**src/grmc_pkg.sv**
```systemverilog
// Shared constants and carrier types for the global request and mode block
package grmc_pkg;

    // ------------------------------------------------------------------
    // Serial control frame
    // ------------------------------------------------------------------
    localparam int ADDR_W = 15;
    localparam int DATA_W = 8;
    localparam int CNT_W  = 5;

    // Bit counts within a frame: 1 direction bit, 15 address, 8 data
    localparam logic [CNT_W-1:0] HDR_LAST_CNT  = 5'h0f;
    localparam logic [CNT_W-1:0] HDR_DONE_CNT  = 5'h10;
    localparam logic [CNT_W-1:0] DATA_LAST_CNT = 5'h17;
    localparam logic [CNT_W-1:0] FRAME_CNT     = 5'h18;

    // ------------------------------------------------------------------
    // Register offsets
    // ------------------------------------------------------------------
    localparam logic [ADDR_W-1:0] OFS_REQUEST_MODE    = 15'h0001;
    localparam logic [ADDR_W-1:0] OFS_SLIP_REQUEST    = 15'h0002;
    localparam logic [ADDR_W-1:0] OFS_FUNCTION_ENABLE = 15'h0003;
    localparam logic [ADDR_W-1:0] OFS_PAIR_ENABLE     = 15'h0004;
    localparam logic [ADDR_W-1:0] OFS_STATUS          = 15'h007e;

    // ------------------------------------------------------------------
    // Reset values
    // ------------------------------------------------------------------
    localparam logic [DATA_W-1:0] RST_REQUEST_MODE    = 8'h00;
    localparam logic [DATA_W-1:0] RST_SLIP_REQUEST    = 8'h00;
    localparam logic [DATA_W-1:0] RST_FUNCTION_ENABLE = 8'h00;
    localparam logic [DATA_W-1:0] RST_PAIR_ENABLE     = 8'h00;
    localparam logic [2:0]        RST_PINS            = 3'h2;

    // ------------------------------------------------------------------
    // Field positions
    // ------------------------------------------------------------------
    localparam int BIT_RESEED       = 7;
    localparam int BIT_NOISE_PRIO   = 6;
    localparam int BIT_MUTE         = 3;
    localparam int BIT_PULSE_GEN    = 2;
    localparam int BIT_RESTART      = 1;
    localparam int BIT_SLEEP        = 0;
    localparam int BIT_SLIP         = 1;
    localparam int BIT_RF_RESEED    = 5;
    localparam int BIT_SYSREF_TIMER = 2;
    localparam int PAIR_W           = 7;
    localparam int NUM_CHANNELS     = 14;
    localparam int STAT_ALARM       = 4;
    localparam int STAT_REJECT      = 5;
    localparam int STAT_PENDING     = 6;

    // Sequencer state encoding that marks all earlier activity finished
    localparam logic [3:0] SEQ_STATE_DONE = 4'h2;

    // ------------------------------------------------------------------
    // Carrier types
    // ------------------------------------------------------------------
    typedef struct packed {
        logic reseed;
        logic pulse_gen;
        logic restart;
        logic slip;
    } grmc_events_s;

    typedef struct packed {
        logic noise_priority;
        logic mute;
        logic sleep;
        logic rf_reseed_en;
        logic sysref_timer_en;
        logic network_en;
        logic divider_run;
    } grmc_mode_s;

endpackage

```
**src/grmc_sync2.sv**
```systemverilog
// Two-flop synchroniser for asynchronous pin levels
`timescale 1ns/1ps
`default_nettype none
module grmc_sync2 #(
    parameter int             W       = 1,
    parameter logic [W-1:0]   RST_VAL = '0
) (
    input  wire logic         i_clk_sys,
    input  wire logic         i_reset,
    input  wire logic [W-1:0] i_async,
    output logic      [W-1:0] o_sync
);
    logic [W-1:0] meta_reg;

    always_ff @(posedge i_clk_sys) begin
        if (i_reset) begin
            meta_reg <= RST_VAL;
            o_sync   <= RST_VAL;
        end else begin
            meta_reg <= i_async;
            o_sync   <= meta_reg;
        end
    end
endmodule // grmc_sync2
`default_nettype wire

```
**src/grmc_rise_det.sv**
```systemverilog
// Rising edge detector over a vector of levels
`timescale 1ns/1ps
`default_nettype none
module grmc_rise_det #(
    parameter int W = 1
) (
    input  wire logic         i_clk_sys,
    input  wire logic         i_reset,
    input  wire logic [W-1:0] i_level,
    output logic      [W-1:0] o_rise
);
    logic [W-1:0] prev_reg;

    always_ff @(posedge i_clk_sys) begin
        if (i_reset) begin
            prev_reg <= '0;
        end else begin
            prev_reg <= i_level;
        end
    end

    assign o_rise = i_level & ~prev_reg;
endmodule // grmc_rise_det
`default_nettype wire

```
**src/grmc_global_ctrl.sv**
```systemverilog
// Global request, mode and output pair enable registers behind the serial port
`timescale 1ns/1ps
`default_nettype none
module grmc_global_ctrl
    import grmc_pkg::*;
(
    input  wire logic                    i_clk_sys,
    input  wire logic                    i_reset,
    input  wire logic                    i_spi_sclk,
    input  wire logic                    i_spi_cs_n,
    input  wire logic                    i_spi_sdio,
    output logic                         o_spi_sdio,
    output logic                         o_spi_sdio_oe_n,
    input  wire logic [3:0]              i_sync_sequencer_state,
    input  wire logic                    i_slip_done,
    output var  grmc_events_s            o_event,
    output var  grmc_mode_s              o_mode,
    output logic      [NUM_CHANNELS-1:0] o_channel_en,
    output logic                         o_phase_sync_alarm
);

    // ------------------------------------------------------------------
    // Helpers
    // ------------------------------------------------------------------
    function automatic logic [NUM_CHANNELS-1:0] pairs_to_channels(
        input logic [PAIR_W-1:0] pairs
    );
        logic [NUM_CHANNELS-1:0] ch;
        ch = '0;
        for (int n = 0; n < PAIR_W; n++) begin
            ch[2*n]   = pairs[n];
            ch[2*n+1] = pairs[n];
        end
        return ch;
    endfunction

    function automatic logic [DATA_W-1:0] read_word(
        input logic [ADDR_W-1:0] addr,
        input logic [DATA_W-1:0] mode_val,
        input logic [DATA_W-1:0] slip_val,
        input logic [DATA_W-1:0] func_val,
        input logic [DATA_W-1:0] pair_val,
        input logic [DATA_W-1:0] stat_val
    );
        logic [DATA_W-1:0] rd;
        rd = '0;
        if (addr == OFS_REQUEST_MODE) begin
            rd = mode_val;
        end else if (addr == OFS_SLIP_REQUEST) begin
            rd = slip_val;
        end else if (addr == OFS_FUNCTION_ENABLE) begin
            rd = func_val;
        end else if (addr == OFS_PAIR_ENABLE) begin
            rd = pair_val;
        end else if (addr == OFS_STATUS) begin
            rd = stat_val;
        end
        return rd;
    endfunction

    // ------------------------------------------------------------------
    // Declarations
    // ------------------------------------------------------------------
    logic [2:0]        pins_sync;
    logic              sclk_s;
    logic              cs_n_s;
    logic              sdio_s;
    logic              sclk_prev_reg;
    logic              sclk_rise;
    logic              sclk_fall;
    logic [CNT_W-1:0]  bit_cnt_reg;
    logic [ADDR_W-1:0] shift_reg;
    logic              rw_reg;
    logic [ADDR_W-1:0] addr_reg;
    logic [DATA_W-1:0] rd_shift_reg;
    logic [ADDR_W-1:0] hdr_addr;
    logic              wr_en;
    logic [DATA_W-1:0] wr_data;

    logic [DATA_W-1:0] mode_reg;
    logic [DATA_W-1:0] slip_reg;
    logic [DATA_W-1:0] func_reg;
    logic [DATA_W-1:0] pair_reg;
    logic [DATA_W-1:0] status_word;

    logic [3:0]        req_level;
    logic [3:0]        req_rise;
    logic              reseed_rise;
    logic              pulse_rise;
    logic              restart_rise;
    logic              slip_rise;
    logic              seq_done;
    logic              slip_pending_reg;
    logic              reseed_reject_reg;

    // ------------------------------------------------------------------
    // Pin synchronisation and clock edges
    // ------------------------------------------------------------------
    grmc_sync2 #(
        .W       (3),
        .RST_VAL (RST_PINS)
    ) u_pin_sync (
        .i_clk_sys (i_clk_sys),
        .i_reset   (i_reset),
        .i_async   ({i_spi_sclk, i_spi_cs_n, i_spi_sdio}),
        .o_sync    (pins_sync)
    );

    assign sclk_s = pins_sync[2];
    assign cs_n_s = pins_sync[1];
    assign sdio_s = pins_sync[0];

    always_ff @(posedge i_clk_sys) begin
        if (i_reset) begin
            sclk_prev_reg <= 1'b0;
        end else begin
            sclk_prev_reg <= sclk_s;
        end
    end

    assign sclk_rise = sclk_s & ~sclk_prev_reg & ~cs_n_s;
    assign sclk_fall = ~sclk_s & sclk_prev_reg & ~cs_n_s;

    // ------------------------------------------------------------------
    // Serial frame capture
    // ------------------------------------------------------------------
    always_ff @(posedge i_clk_sys) begin
        if (i_reset || cs_n_s) begin
            bit_cnt_reg <= '0;
        end else if (sclk_rise && bit_cnt_reg != FRAME_CNT) begin
            bit_cnt_reg <= bit_cnt_reg + 5'h01;
        end
    end

    always_ff @(posedge i_clk_sys) begin
        if (i_reset) begin
            shift_reg <= '0;
        end else if (sclk_rise) begin
            shift_reg <= {shift_reg[ADDR_W-2:0], sdio_s};
        end
    end

    assign hdr_addr = {shift_reg[ADDR_W-2:0], sdio_s};

    always_ff @(posedge i_clk_sys) begin
        if (i_reset || cs_n_s) begin
            rw_reg   <= 1'b0;
            addr_reg <= '0;
        end else if (sclk_rise && bit_cnt_reg == HDR_LAST_CNT) begin
            rw_reg   <= shift_reg[ADDR_W-1];
            addr_reg <= hdr_addr;
        end
    end

    assign wr_en   = sclk_rise && bit_cnt_reg == DATA_LAST_CNT && !rw_reg;
    assign wr_data = {shift_reg[DATA_W-2:0], sdio_s};

    // ------------------------------------------------------------------
    // Read data return
    // ------------------------------------------------------------------
    assign status_word = {1'b0, slip_pending_reg, reseed_reject_reg,
                          o_phase_sync_alarm, i_sync_sequencer_state};

    always_ff @(posedge i_clk_sys) begin
        if (i_reset) begin
            rd_shift_reg <= '0;
        end else if (sclk_rise && bit_cnt_reg == HDR_LAST_CNT) begin
            rd_shift_reg <= read_word(hdr_addr, mode_reg, slip_reg,
                                      func_reg, pair_reg, status_word);
        end else if (sclk_fall && rw_reg && bit_cnt_reg >= HDR_DONE_CNT
                     && bit_cnt_reg != FRAME_CNT) begin
            rd_shift_reg <= {rd_shift_reg[DATA_W-2:0], 1'b0};
        end
    end

    // Drive on falling edges so the host samples stable data on rising
    always_ff @(posedge i_clk_sys) begin
        if (i_reset || cs_n_s) begin
            o_spi_sdio      <= 1'b0;
            o_spi_sdio_oe_n <= 1'b1;
        end else if (sclk_fall && rw_reg && bit_cnt_reg >= HDR_DONE_CNT
                     && bit_cnt_reg != FRAME_CNT) begin
            o_spi_sdio      <= rd_shift_reg[DATA_W-1];
            o_spi_sdio_oe_n <= 1'b0;
        end else if (sclk_fall && bit_cnt_reg == FRAME_CNT) begin
            o_spi_sdio      <= 1'b0;
            o_spi_sdio_oe_n <= 1'b1;
        end
    end

    // ------------------------------------------------------------------
    // Register file
    // ------------------------------------------------------------------
    // Restart events never reach these registers
    always_ff @(posedge i_clk_sys) begin
        if (i_reset) begin
            mode_reg <= RST_REQUEST_MODE;
            slip_reg <= RST_SLIP_REQUEST;
            func_reg <= RST_FUNCTION_ENABLE;
            pair_reg <= RST_PAIR_ENABLE;
        end else if (wr_en) begin
            if (addr_reg == OFS_REQUEST_MODE) begin
                mode_reg <= wr_data;
            end else if (addr_reg == OFS_SLIP_REQUEST) begin
                slip_reg <= wr_data;
            end else if (addr_reg == OFS_FUNCTION_ENABLE) begin
                func_reg <= wr_data;
            end else if (addr_reg == OFS_PAIR_ENABLE) begin
                pair_reg <= wr_data;
            end
        end
    end

    // ------------------------------------------------------------------
    // Request edges
    // ------------------------------------------------------------------
    // A bit left high gives no further request until it is cleared
    assign req_level = {mode_reg[BIT_RESEED], mode_reg[BIT_PULSE_GEN],
                        mode_reg[BIT_RESTART], slip_reg[BIT_SLIP]};

    grmc_rise_det #(
        .W (4)
    ) u_req_edge (
        .i_clk_sys (i_clk_sys),
        .i_reset   (i_reset),
        .i_level   (req_level),
        .o_rise    (req_rise)
    );

    assign reseed_rise  = req_rise[3];
    assign pulse_rise   = req_rise[2];
    assign restart_rise = req_rise[1];
    assign slip_rise    = req_rise[0];
    assign seq_done     = i_sync_sequencer_state == SEQ_STATE_DONE;

    always_ff @(posedge i_clk_sys) begin
        if (i_reset) begin
            o_event <= '0;
        end else begin
            o_event.reseed    <= reseed_rise && seq_done;
            o_event.pulse_gen <= pulse_rise;
            o_event.restart   <= restart_rise;
            o_event.slip      <= slip_rise;
        end
    end

    // ------------------------------------------------------------------
    // Reseed rejection flag
    // ------------------------------------------------------------------
    always_ff @(posedge i_clk_sys) begin
        if (i_reset) begin
            reseed_reject_reg <= 1'b0;
        end else if (reseed_rise && !seq_done) begin
            reseed_reject_reg <= 1'b1;
        end else if (reseed_rise || restart_rise) begin
            reseed_reject_reg <= 1'b0;
        end
    end

    // ------------------------------------------------------------------
    // Slip tracking and phase alarm
    // ------------------------------------------------------------------
    always_ff @(posedge i_clk_sys) begin
        if (i_reset || restart_rise) begin
            slip_pending_reg <= 1'b0;
        end else if (slip_rise) begin
            slip_pending_reg <= 1'b1;
        end else if (i_slip_done) begin
            slip_pending_reg <= 1'b0;
        end
    end

    // Completion beats a clear arriving in the same cycle
    always_ff @(posedge i_clk_sys) begin
        if (i_reset) begin
            o_phase_sync_alarm <= 1'b0;
        end else if (slip_pending_reg && i_slip_done) begin
            o_phase_sync_alarm <= 1'b1;
        end else if (slip_rise || restart_rise) begin
            o_phase_sync_alarm <= 1'b0;
        end
    end

    // ------------------------------------------------------------------
    // Mode and enable outputs
    // ------------------------------------------------------------------
    always_ff @(posedge i_clk_sys) begin
        if (i_reset) begin
            o_mode <= '0;
        end else begin
            o_mode.noise_priority  <= mode_reg[BIT_NOISE_PRIO];
            o_mode.mute            <= mode_reg[BIT_MUTE];
            o_mode.divider_run     <= ~mode_reg[BIT_SLEEP];
            o_mode.sleep           <= mode_reg[BIT_SLEEP];
            o_mode.network_en      <= ~mode_reg[BIT_SLEEP];
            o_mode.rf_reseed_en    <= func_reg[BIT_RF_RESEED];
            o_mode.sysref_timer_en <= func_reg[BIT_SYSREF_TIMER];
        end
    end

    // Muted channels keep their enable so dividers hold phase
    always_ff @(posedge i_clk_sys) begin
        if (i_reset) begin
            o_channel_en <= '0;
        end else if (mode_reg[BIT_SLEEP]) begin
            o_channel_en <= '0;
        end else begin
            o_channel_en <= pairs_to_channels(pair_reg[PAIR_W-1:0]);
        end
    end

endmodule // grmc_global_ctrl
`default_nettype wire

```
**config.mk**
```make
export PLATFORM = sky130hd
export DESIGN_NAME = grmc_global_ctrl
export DESIGN_NICKNAME = d
export VERILOG_FILES = /design/src/grmc_pkg.sv /design/src/grmc_sync2.sv /design/src/grmc_rise_det.sv /design/src/grmc_global_ctrl.sv
export SDC_FILE = /design/constraint.sdc
export NUM_CORES = 1
export LEC_CHECK = 0
export BUFFER_PORTS_ARGS = -buffer_cell sky130_fd_sc_hd__buf_2
export CORE_MARGIN = 1.5
export CORE_UTILIZATION = 30
export CTS_BUF_LIST = sky130_fd_sc_hd__clkbuf_16
export CTS_CLUSTER_SIZE = 14
export DETAILED_ROUTE_END_ITERATION = 12
export PLACE_DENSITY = 0.44
export SLEW_MARGIN = 15
export SYNTH_ARGS = -nofsm -noshare
export SYNTH_HDL_FRONTEND = slang
export SYNTH_SLANG_ARGS = --single-unit
```
**constraint.sdc**
```tcl
create_clock -name i_clk_sys -period 2.41 [get_ports i_clk_sys]
set_clock_uncertainty 0.15 [all_clocks]
set_input_delay 0.482 -clock i_clk_sys [delete_from_list [all_inputs] [get_ports i_clk_sys]]
set_output_delay 0.482 -clock i_clk_sys [all_outputs]
set_load 0.02 [all_outputs]
```
==> results of run 1 <==
[cell type report]
| class | instances | area (sq um) | share of cell area |
|---|---|---|---|
| flip-flops and latches | 109 | 2180 | 0.417 |
| multi-input cells | 331 | 2030 | 0.388 |
| repair buffers | 69 | 475 | 0.0908 |
| well taps | 184 | 230 | 0.0439 |
| clock buffers | 9 | 225 | 0.0430 |
| inverters | 14 | 52.6 | 0.0100 |
| clock inverters | 7 | 41.3 | 0.00788 |
[synthesized netlist by cell type, types with 2 or more instances]
library cell	number	area share
dfxtp_1	109	0.49
buf_2	3	0.0034
mux2i_1	28	0.063
nand4_1	4	0.0056
nor4_1	8	0.011
buf_4	11	0.019
and2_1	8	0.011
mux2_2	5	0.013
nor2_1	44	0.037
nand3b_1	5	0.0084
and3_1	3	0.0042
xor2_1	2	0.0039
o22a_1	2	0.0039
a21oi_1	53	0.060
nand2b_1	11	0.015
clkbuf_1	24	0.020
a221oi_1	5	0.0099
o22ai_1	4	0.0056
nor3_1	2	0.0023
a21o_1	6	0.010
or2_2	7	0.0099
a2111oi_0	4	0.0079
or4_1	2	0.0034
ha_1	3	0.0084
nand2_1	69	0.058
nor3b_1	4	0.0068
o32ai_1	2	0.0039
nor4_4	3	0.014
nand4b_1	2	0.0039
and3b_1	3	0.0059
nand3_1	3	0.0034
o21ai_0	7	0.0079
inv_1	14	0.012
nor2b_1	17	0.024
nor4b_1	2	0.0039
[layout by cell type, fill, tap and decap left out, drive strengths merged, types with 11 or more instances in the layout]
cell type    n
nor4        11
nor2        44
inv         17
dfxtp      109
nand2b      11
buf         69
mux2i       28
nand2       69
a21oi       53
nor2b       17
[cells by family after synthesis]
logic type,synth area share
AOI/OAI and AO/OA,0.125
xor gates and xnor gates,0.00591
adders and majority gates,0.00845
buffers and inverters,0.0549
DFF,0.491
muxes,0.0757
and+or+nand+nor,0.239
[power groups by stage]
stage / sequential (uW) / clock [uW] / combinational (uW)
final: 1810 / 1380 / 70.7
after global routing: 1810 / 1490 / 79.0
after CTS: 1810 / 1430 / 72.1
after detailed placement: 1850 / 0 / 71.6
after global placement: 1850 / 0 / 71.6
after floorplan: 1850 / 0 / 42.5
[stage by stage]
| stage | power, uW | util |
|---|---|---|
| 6_report | 3260 | 0.362 |
| 5_1_grt | 3380 | 0.362 |
| 3_5_place_dp | 1920 | 0.343 |
| 2_1_floorplan | 1890 | - |
| 4_1_cts | 3320 | 0.362 |
| 3_3_place_gp | 1920 | 0.343 |
[per-layer routing]
metal	track usage	part of all wire
met1	0.182	0.46
met2	0.254	0.49
met3	0.0352	0.025
met4	0.0649	0.024
met5	0	0
[critical path, stage by stage (launching register included)]
cell and delay, ns:
dfxtp_2 0.35, or3b_1 0.37, or4_4 0.49, or4_4 0.62, mux2i_1 0.19, nor2_1 0.06
[worst min path at each step]
stage,start,to,slack (ns),cells past startpoint
after floorplan,u_req_edge.prev_reg[2]$_SDFF_PP0_,o_event[2]$_SDFF_PP0_,0.22,1
after global placement,u_req_edge.prev_reg[2]$_SDFF_PP0_,o_event[2]$_SDFF_PP0_,0.23,1
after detailed placement,u_req_edge.prev_reg[2]$_SDFF_PP0_,o_event[2]$_SDFF_PP0_,0.23,1
after CTS,i_sync_sequencer_state[2],o_event[3]$_SDFF_PP0_,0.16,2
after global routing,i_spi_cs_n,u_pin_sync.meta_reg[1]$_SDFF_PP1_,0.18,2
final,i_spi_sdio,u_pin_sync.meta_reg[0]$_SDFF_PP0_,0.17,2
==> flow_summary_export.csv, run 1 <==
group,metric,value,unit
synthesis,syn-mean-instance-area,9.01,sq um
critical_path,crit_path_start_kind,"flop",
synthesis,yosys_warnings,0,
sta,hold_ws,0.174,ns
die,ioPinCount,38,
routing,wl_per_cell,15.8,um
placed_design,dp_hpwl,8.02,mm
power_and_ir_drop,leakagePower,0.00201,uW
sta,hold_violations,0,
cts,cts_buffers,9,
sta,worst_pin_slew,0.500,ns
routing,route.vias.total,3506,
placed_design,portBuffers,37,
cts,htree_levels,3,
cts,clock_path_buffers,2,
synthesis,syn-num-nets,506,
cts,clock_sinks,109,
power_and_ir_drop,seqPwrFrac,0.556,
synthesis,synth_ff_type,"dfxtp_1",
global_routing,grt_overflow,0,
power_and_ir_drop,p_int,2530,uW
final_layout,drive_gt1_frac,0.193,
final_layout,fin_nets,547,
synthesis,netlist_instances,493,
cts,post_cts_resized,0,
synthesis,ys_seq_elements,109,
global_routing,grt_pass1_wl,18.2,mm
critical_path,endpoint_kind,"flop",
sta,finalCriticalPeriod,2.34,ns
outcome,status,"finished, final reports clean",
critical_path,r2r_slack,0.07,ns
power_and_ir_drop,power.switching,729,uW
sta,setup_viol,0,
sta,rsz0062_at_grt,"no",
routing,via_per_inst,4.85,
die,dieArea,0.0156,sq mm
critical_path,r2r.worst_path.cells,5,
routing,drc,0,
cts,cts_tree,"yes",
routing,drtPass1Iterations,4,
cts,clk_latency,0.36,ns
synthesis,syn_area,0.00444,sq mm
cts,cts_setup_buffers,0,
die,start_util,0.307,
global_routing,grt_max_degree,76,
placed_design,pre_cts_slack,0.0768,ns
placed_design,gp_congestion,0.722,
critical_path,crit_path_end,"func_reg[1]$_SDFFE_PP0P_",
routing,drtIter0Drc,130,
synthesis,synth_cell_type_count,49,
synthesis,ys_seq_area_frac,0.491,
synthesis,synth-edff-count,0,
sta,period_share,0.973,
critical_path,cp-startpoint,"u_pin_sync.o_sync[2]$_SDFF_PP0_",
sta,fin_setup_tns,0,ns
global_routing,grt_pass1_vias,3414,
power_and_ir_drop,vdd_drop_max,0.375,mV
critical_path,timing.rr.end,"func_reg[1]$_SDFFE_PP0P_",
final_layout,diodes,0,
critical_path,r2r_start,"u_pin_sync.o_sync[2]$_SDFF_PP0_",
sta,slew_viol_final,0,
placed_design,dpl.cell_count,707,
hold_path,hp-class,"in -> reg",
critical_path,cp_data_arrival_time,2.43,ns
power_and_ir_drop,combPwrFrac,0.022,
global_routing,grt_use_total,0.150,
die,core,0.0145,sq mm
routing,ant_nets,0,
critical_path,cp_data_required_time,2.50,ns
final_layout,stdcell_count,723,
routing,drt_wl_total,11.4,mm
critical_path,path_class,"reg -> reg",
power_and_ir_drop,powerDensity,622,mW/mm^2
die,rows,44,
sta,worst_slack,0.0652,ns
global_routing,antenna_found_initial,0,
cts,clock-root-buffer,"clkbuf_16",
sta,max_freq,0.426,GHz
final_layout,fin_area,0.00524,sq mm
synthesis,async_flop_share,0,
power_and_ir_drop,p_sw_frac,0.224,
die,die_h,125,um
power_and_ir_drop,clkPwrFrac,0.422,
cts,clkTransAtPathRegs,0.08,ns
final_layout,area_growth,17.9,%
cts,cts_hold_buf,0,
die,die_w,125,um
placed_design,place_area,0.00497,sq mm
job,drv_cap,0,
critical_path,critPathMaxFanout,10,
sta,slew_headroom,0.666,
final_layout,fillers,1518,
Power figures use the tool's default switching activity.
==> inputs of run 2 (changes only) <==
ABC_AREA = 1   (was default)
==> run 2 against run 1 <==
  * Area after synthesis up 2.4%
  * Die area up 2.4%
  * Non-clock buffer count down 13
  * Power up 5.3%
  * Critical path depth up 4
  * Final cell count up 19%
  * Combinational power up 53%
  * Largest cell class unchanged
  * Core utilization down 0.45 points
  * Global-route usage up 1.2 points
==> flow_summary_export.csv, run 2 <==
group,metric,value,unit
routing,ant_nets,0,
critical_path,crit_path_end,"rd_shift_reg[5]$_SDFFE_PP0P_",
routing,via_per_inst,4.69,
final_layout,diodes,0,
global_routing,grt_overflow,0,
critical_path,r2r.worst_path.cells,9,
die,start_util,0.310,
synthesis,synth_ff_type,"dfxtp_1",
sta,finalCriticalPeriod,2.09,ns
critical_path,cp-startpoint,"bit_cnt_reg[0]$_SDFFE_PP0P_",
power_and_ir_drop,powerDensity,653,mW/mm^2
synthesis,netlist_instances,635,
global_routing,grt_pass1_wl,19.7,mm
cts,cts_hold_buf,0,
synthesis,syn_area,0.00455,sq mm
routing,drtPass1Iterations,5,
critical_path,path_class,"reg -> reg",
cts,clkTransAtPathRegs,0.07,ns
die,dieArea,0.0159,sq mm
critical_path,r2r_slack,0.32,ns
cts,clock_sinks,109,
synthesis,syn-mean-instance-area,7.17,sq um
synthesis,synth_common_cells,"122 x nor2_1, 109 x dfxtp_1, 98 x nand2_1",
synthesis,yosysMostFrequentCell,"nor2_1",
critical_path,timing.rr.end,"rd_shift_reg[5]$_SDFFE_PP0P_",
placed_design,dpl.cell_count,842,
sta,worst_pin_slew,0.526,ns
critical_path,critPathMaxFanout,36,
critical_path,r2r_start,"bit_cnt_reg[0]$_SDFFE_PP0P_",
die,die_h,126,um
synthesis,synth-edff-count,0,
synthesis,yosys_warnings,0,
die,core,0.0147,sq mm
sta,max_freq,0.478,GHz
routing,drt_wl_total,12.4,mm
routing,route.vias.total,4026,
placed_design,portBuffers,37,
die,rows,44,
critical_path,cp_data_arrival_time,2.18,ns
global_routing,grt_use_total,0.162,
final_layout,final_common_cell,"nor2_1",
cts,htree_levels,3,
synthesis,ys_seq_area_frac,0.479,
critical_path,endpoint_kind,"flop",
final_layout,finalCoreUtilization,0.357,
sta,slew_headroom,0.648,
sta,period_share,0.867,
final_layout,drive_gt1_frac,0.126,
cts,cts_tree,"yes",
power_and_ir_drop,leakagePower,0.00223,uW
cts,clock-root-buffer,"clkbuf_16",
synthesis,synth_cell_type_count,29,
synthesis,ys_seq_elements,109,
die,die_w,126,um
outcome,status,"finished, final reports clean",
final_layout,area_growth,15.4,%
placed_design,gp_congestion,0.832,
cts,clock_path_buffers,2,
final_layout,fin_area,0.00525,sq mm
final_layout,stdcell_count,858,
synthesis,yosys.area.top_type,"dfxtp_1",
cts,post_cts_resized,0,
final_layout,fillers,1538,
global_routing,antenna_found_initial,0,
die,ioPinCount,38,
power_and_ir_drop,vdd_drop_max,0.278,mV
synthesis,syn-num-nets,648,
sta,setup_viol,0,
critical_path,cp_data_required_time,2.50,ns
routing,drtIter0Drc,293,
critical_path,crit_path_start_kind,"flop",
global_routing,grt_pass1_vias,3593,
cts,clk_latency,0.36,ns
hold_path,worstHoldPathCells,2,
routing,drc,0,
job,drv_cap,0,
placed_design,dp_hpwl,8.98,mm
cts,cts_buffers,9,
final_layout,fin_nets,682,
synthesis,async_flop_share,0,
sta,fin_setup_tns,0,ns
sta,hold_violations,0,
routing,wl_per_cell,14.4,um
hold_path,hp-class,"in -> reg",
final_layout,most-common-layout-cells,"122 x nor2_1, 109 x dfxtp_1, 98 x nand2_1",
cts,cts_setup_buffers,0,
synthesis,synth_area_leaders,"dfxtp_1 48%, nor2_1 10%, nand2_1 8.1%, o21ai_0 7.0%, inv_1 6.6%",
sta,slew_viol_final,0,
placed_design,place_area,0.00495,sq mm
global_routing,grt_max_degree,38,
sta,rsz0062_at_grt,"no",
synthesis,synth_top_area_share,0.479,
## run 2: how the worst min path moves through the flow
stage | start | endpoint | slack, ns
floorplan | u_req_edge.prev_reg[2]$_SDFF_PP0_ | o_event[2]$_SDFF_PP0_ | 0.22
global placement | u_req_edge.prev_reg[2]$_SDFF_PP0_ | o_event[2]$_SDFF_PP0_ | 0.23
detailed placement | u_req_edge.prev_reg[2]$_SDFF_PP0_ | o_event[2]$_SDFF_PP0_ | 0.23
CTS | i_spi_cs_n | u_pin_sync.meta_reg[1]$_SDFF_PP1_ | 0.14
global route | i_spi_cs_n | u_pin_sync.meta_reg[1]$_SDFF_PP1_ | 0.14
finish | i_spi_cs_n | u_pin_sync.meta_reg[1]$_SDFF_PP1_ | 0.15
## run 2: report_power, final
group          switching [uW]  internal [uW]
clock network             698            809
logic                    75.5           32.9
registers                5.93           1810
## run 2: area by class of cell
cell class	count	area, sq um	share of cell area
flip-flops and latches	109	2180	0.415
multi-input cells	412	1900	0.361
repair buffers	56	340	0.0648
inverters	81	308	0.0586
well taps	184	230	0.0438
clock buffers	9	225	0.0429
clock inverters	7	71.3	0.0136
## run 2: logic make-up (layout without fill, tap and decap cells)
logic type,after synthesis,count (layout),synth area share
adder cells (fa/ha/maj),3,3,0.00824
buffers and inverters,114,153,0.104
flip-flops,109,109,0.479
AND/OR/NAND/NOR,288,288,0.272
AO/OA/AOI/OAI,121,121,0.136
## run 2: stage by stage
stage          hold slack [ns]  worst slack, ns  total power (uW)
2_1_floorplan            0.224            0.646              1920
3_3_place_gp             0.228            0.276              1970
3_5_place_dp             0.235            0.258              1970
4_1_cts                  0.140            0.224              3480
5_1_grt                  0.145            0.107              3560
6_report                 0.150            0.320              3430
## run 2: layer usage
layer	vias to the layer above	routed length, um	track usage
met5	-	0	0
met4	0	229	0.0575
met3	16	550	0.0340
met2	92	5550	0.252
met1	1833	6030	0.223
li1	2085	-	-
## run 2: critical path: stages (launching register included)
cell and delay [ns]:
dfxtp_1 0.35, ha_1 0.27, inv_1 0.07, nor3_1 0.05
ha_1 0.18, nand2_1 0.12, buf_4 0.34, nand2_1 0.19
o21ai_0 0.19, a21oi_1 0.05
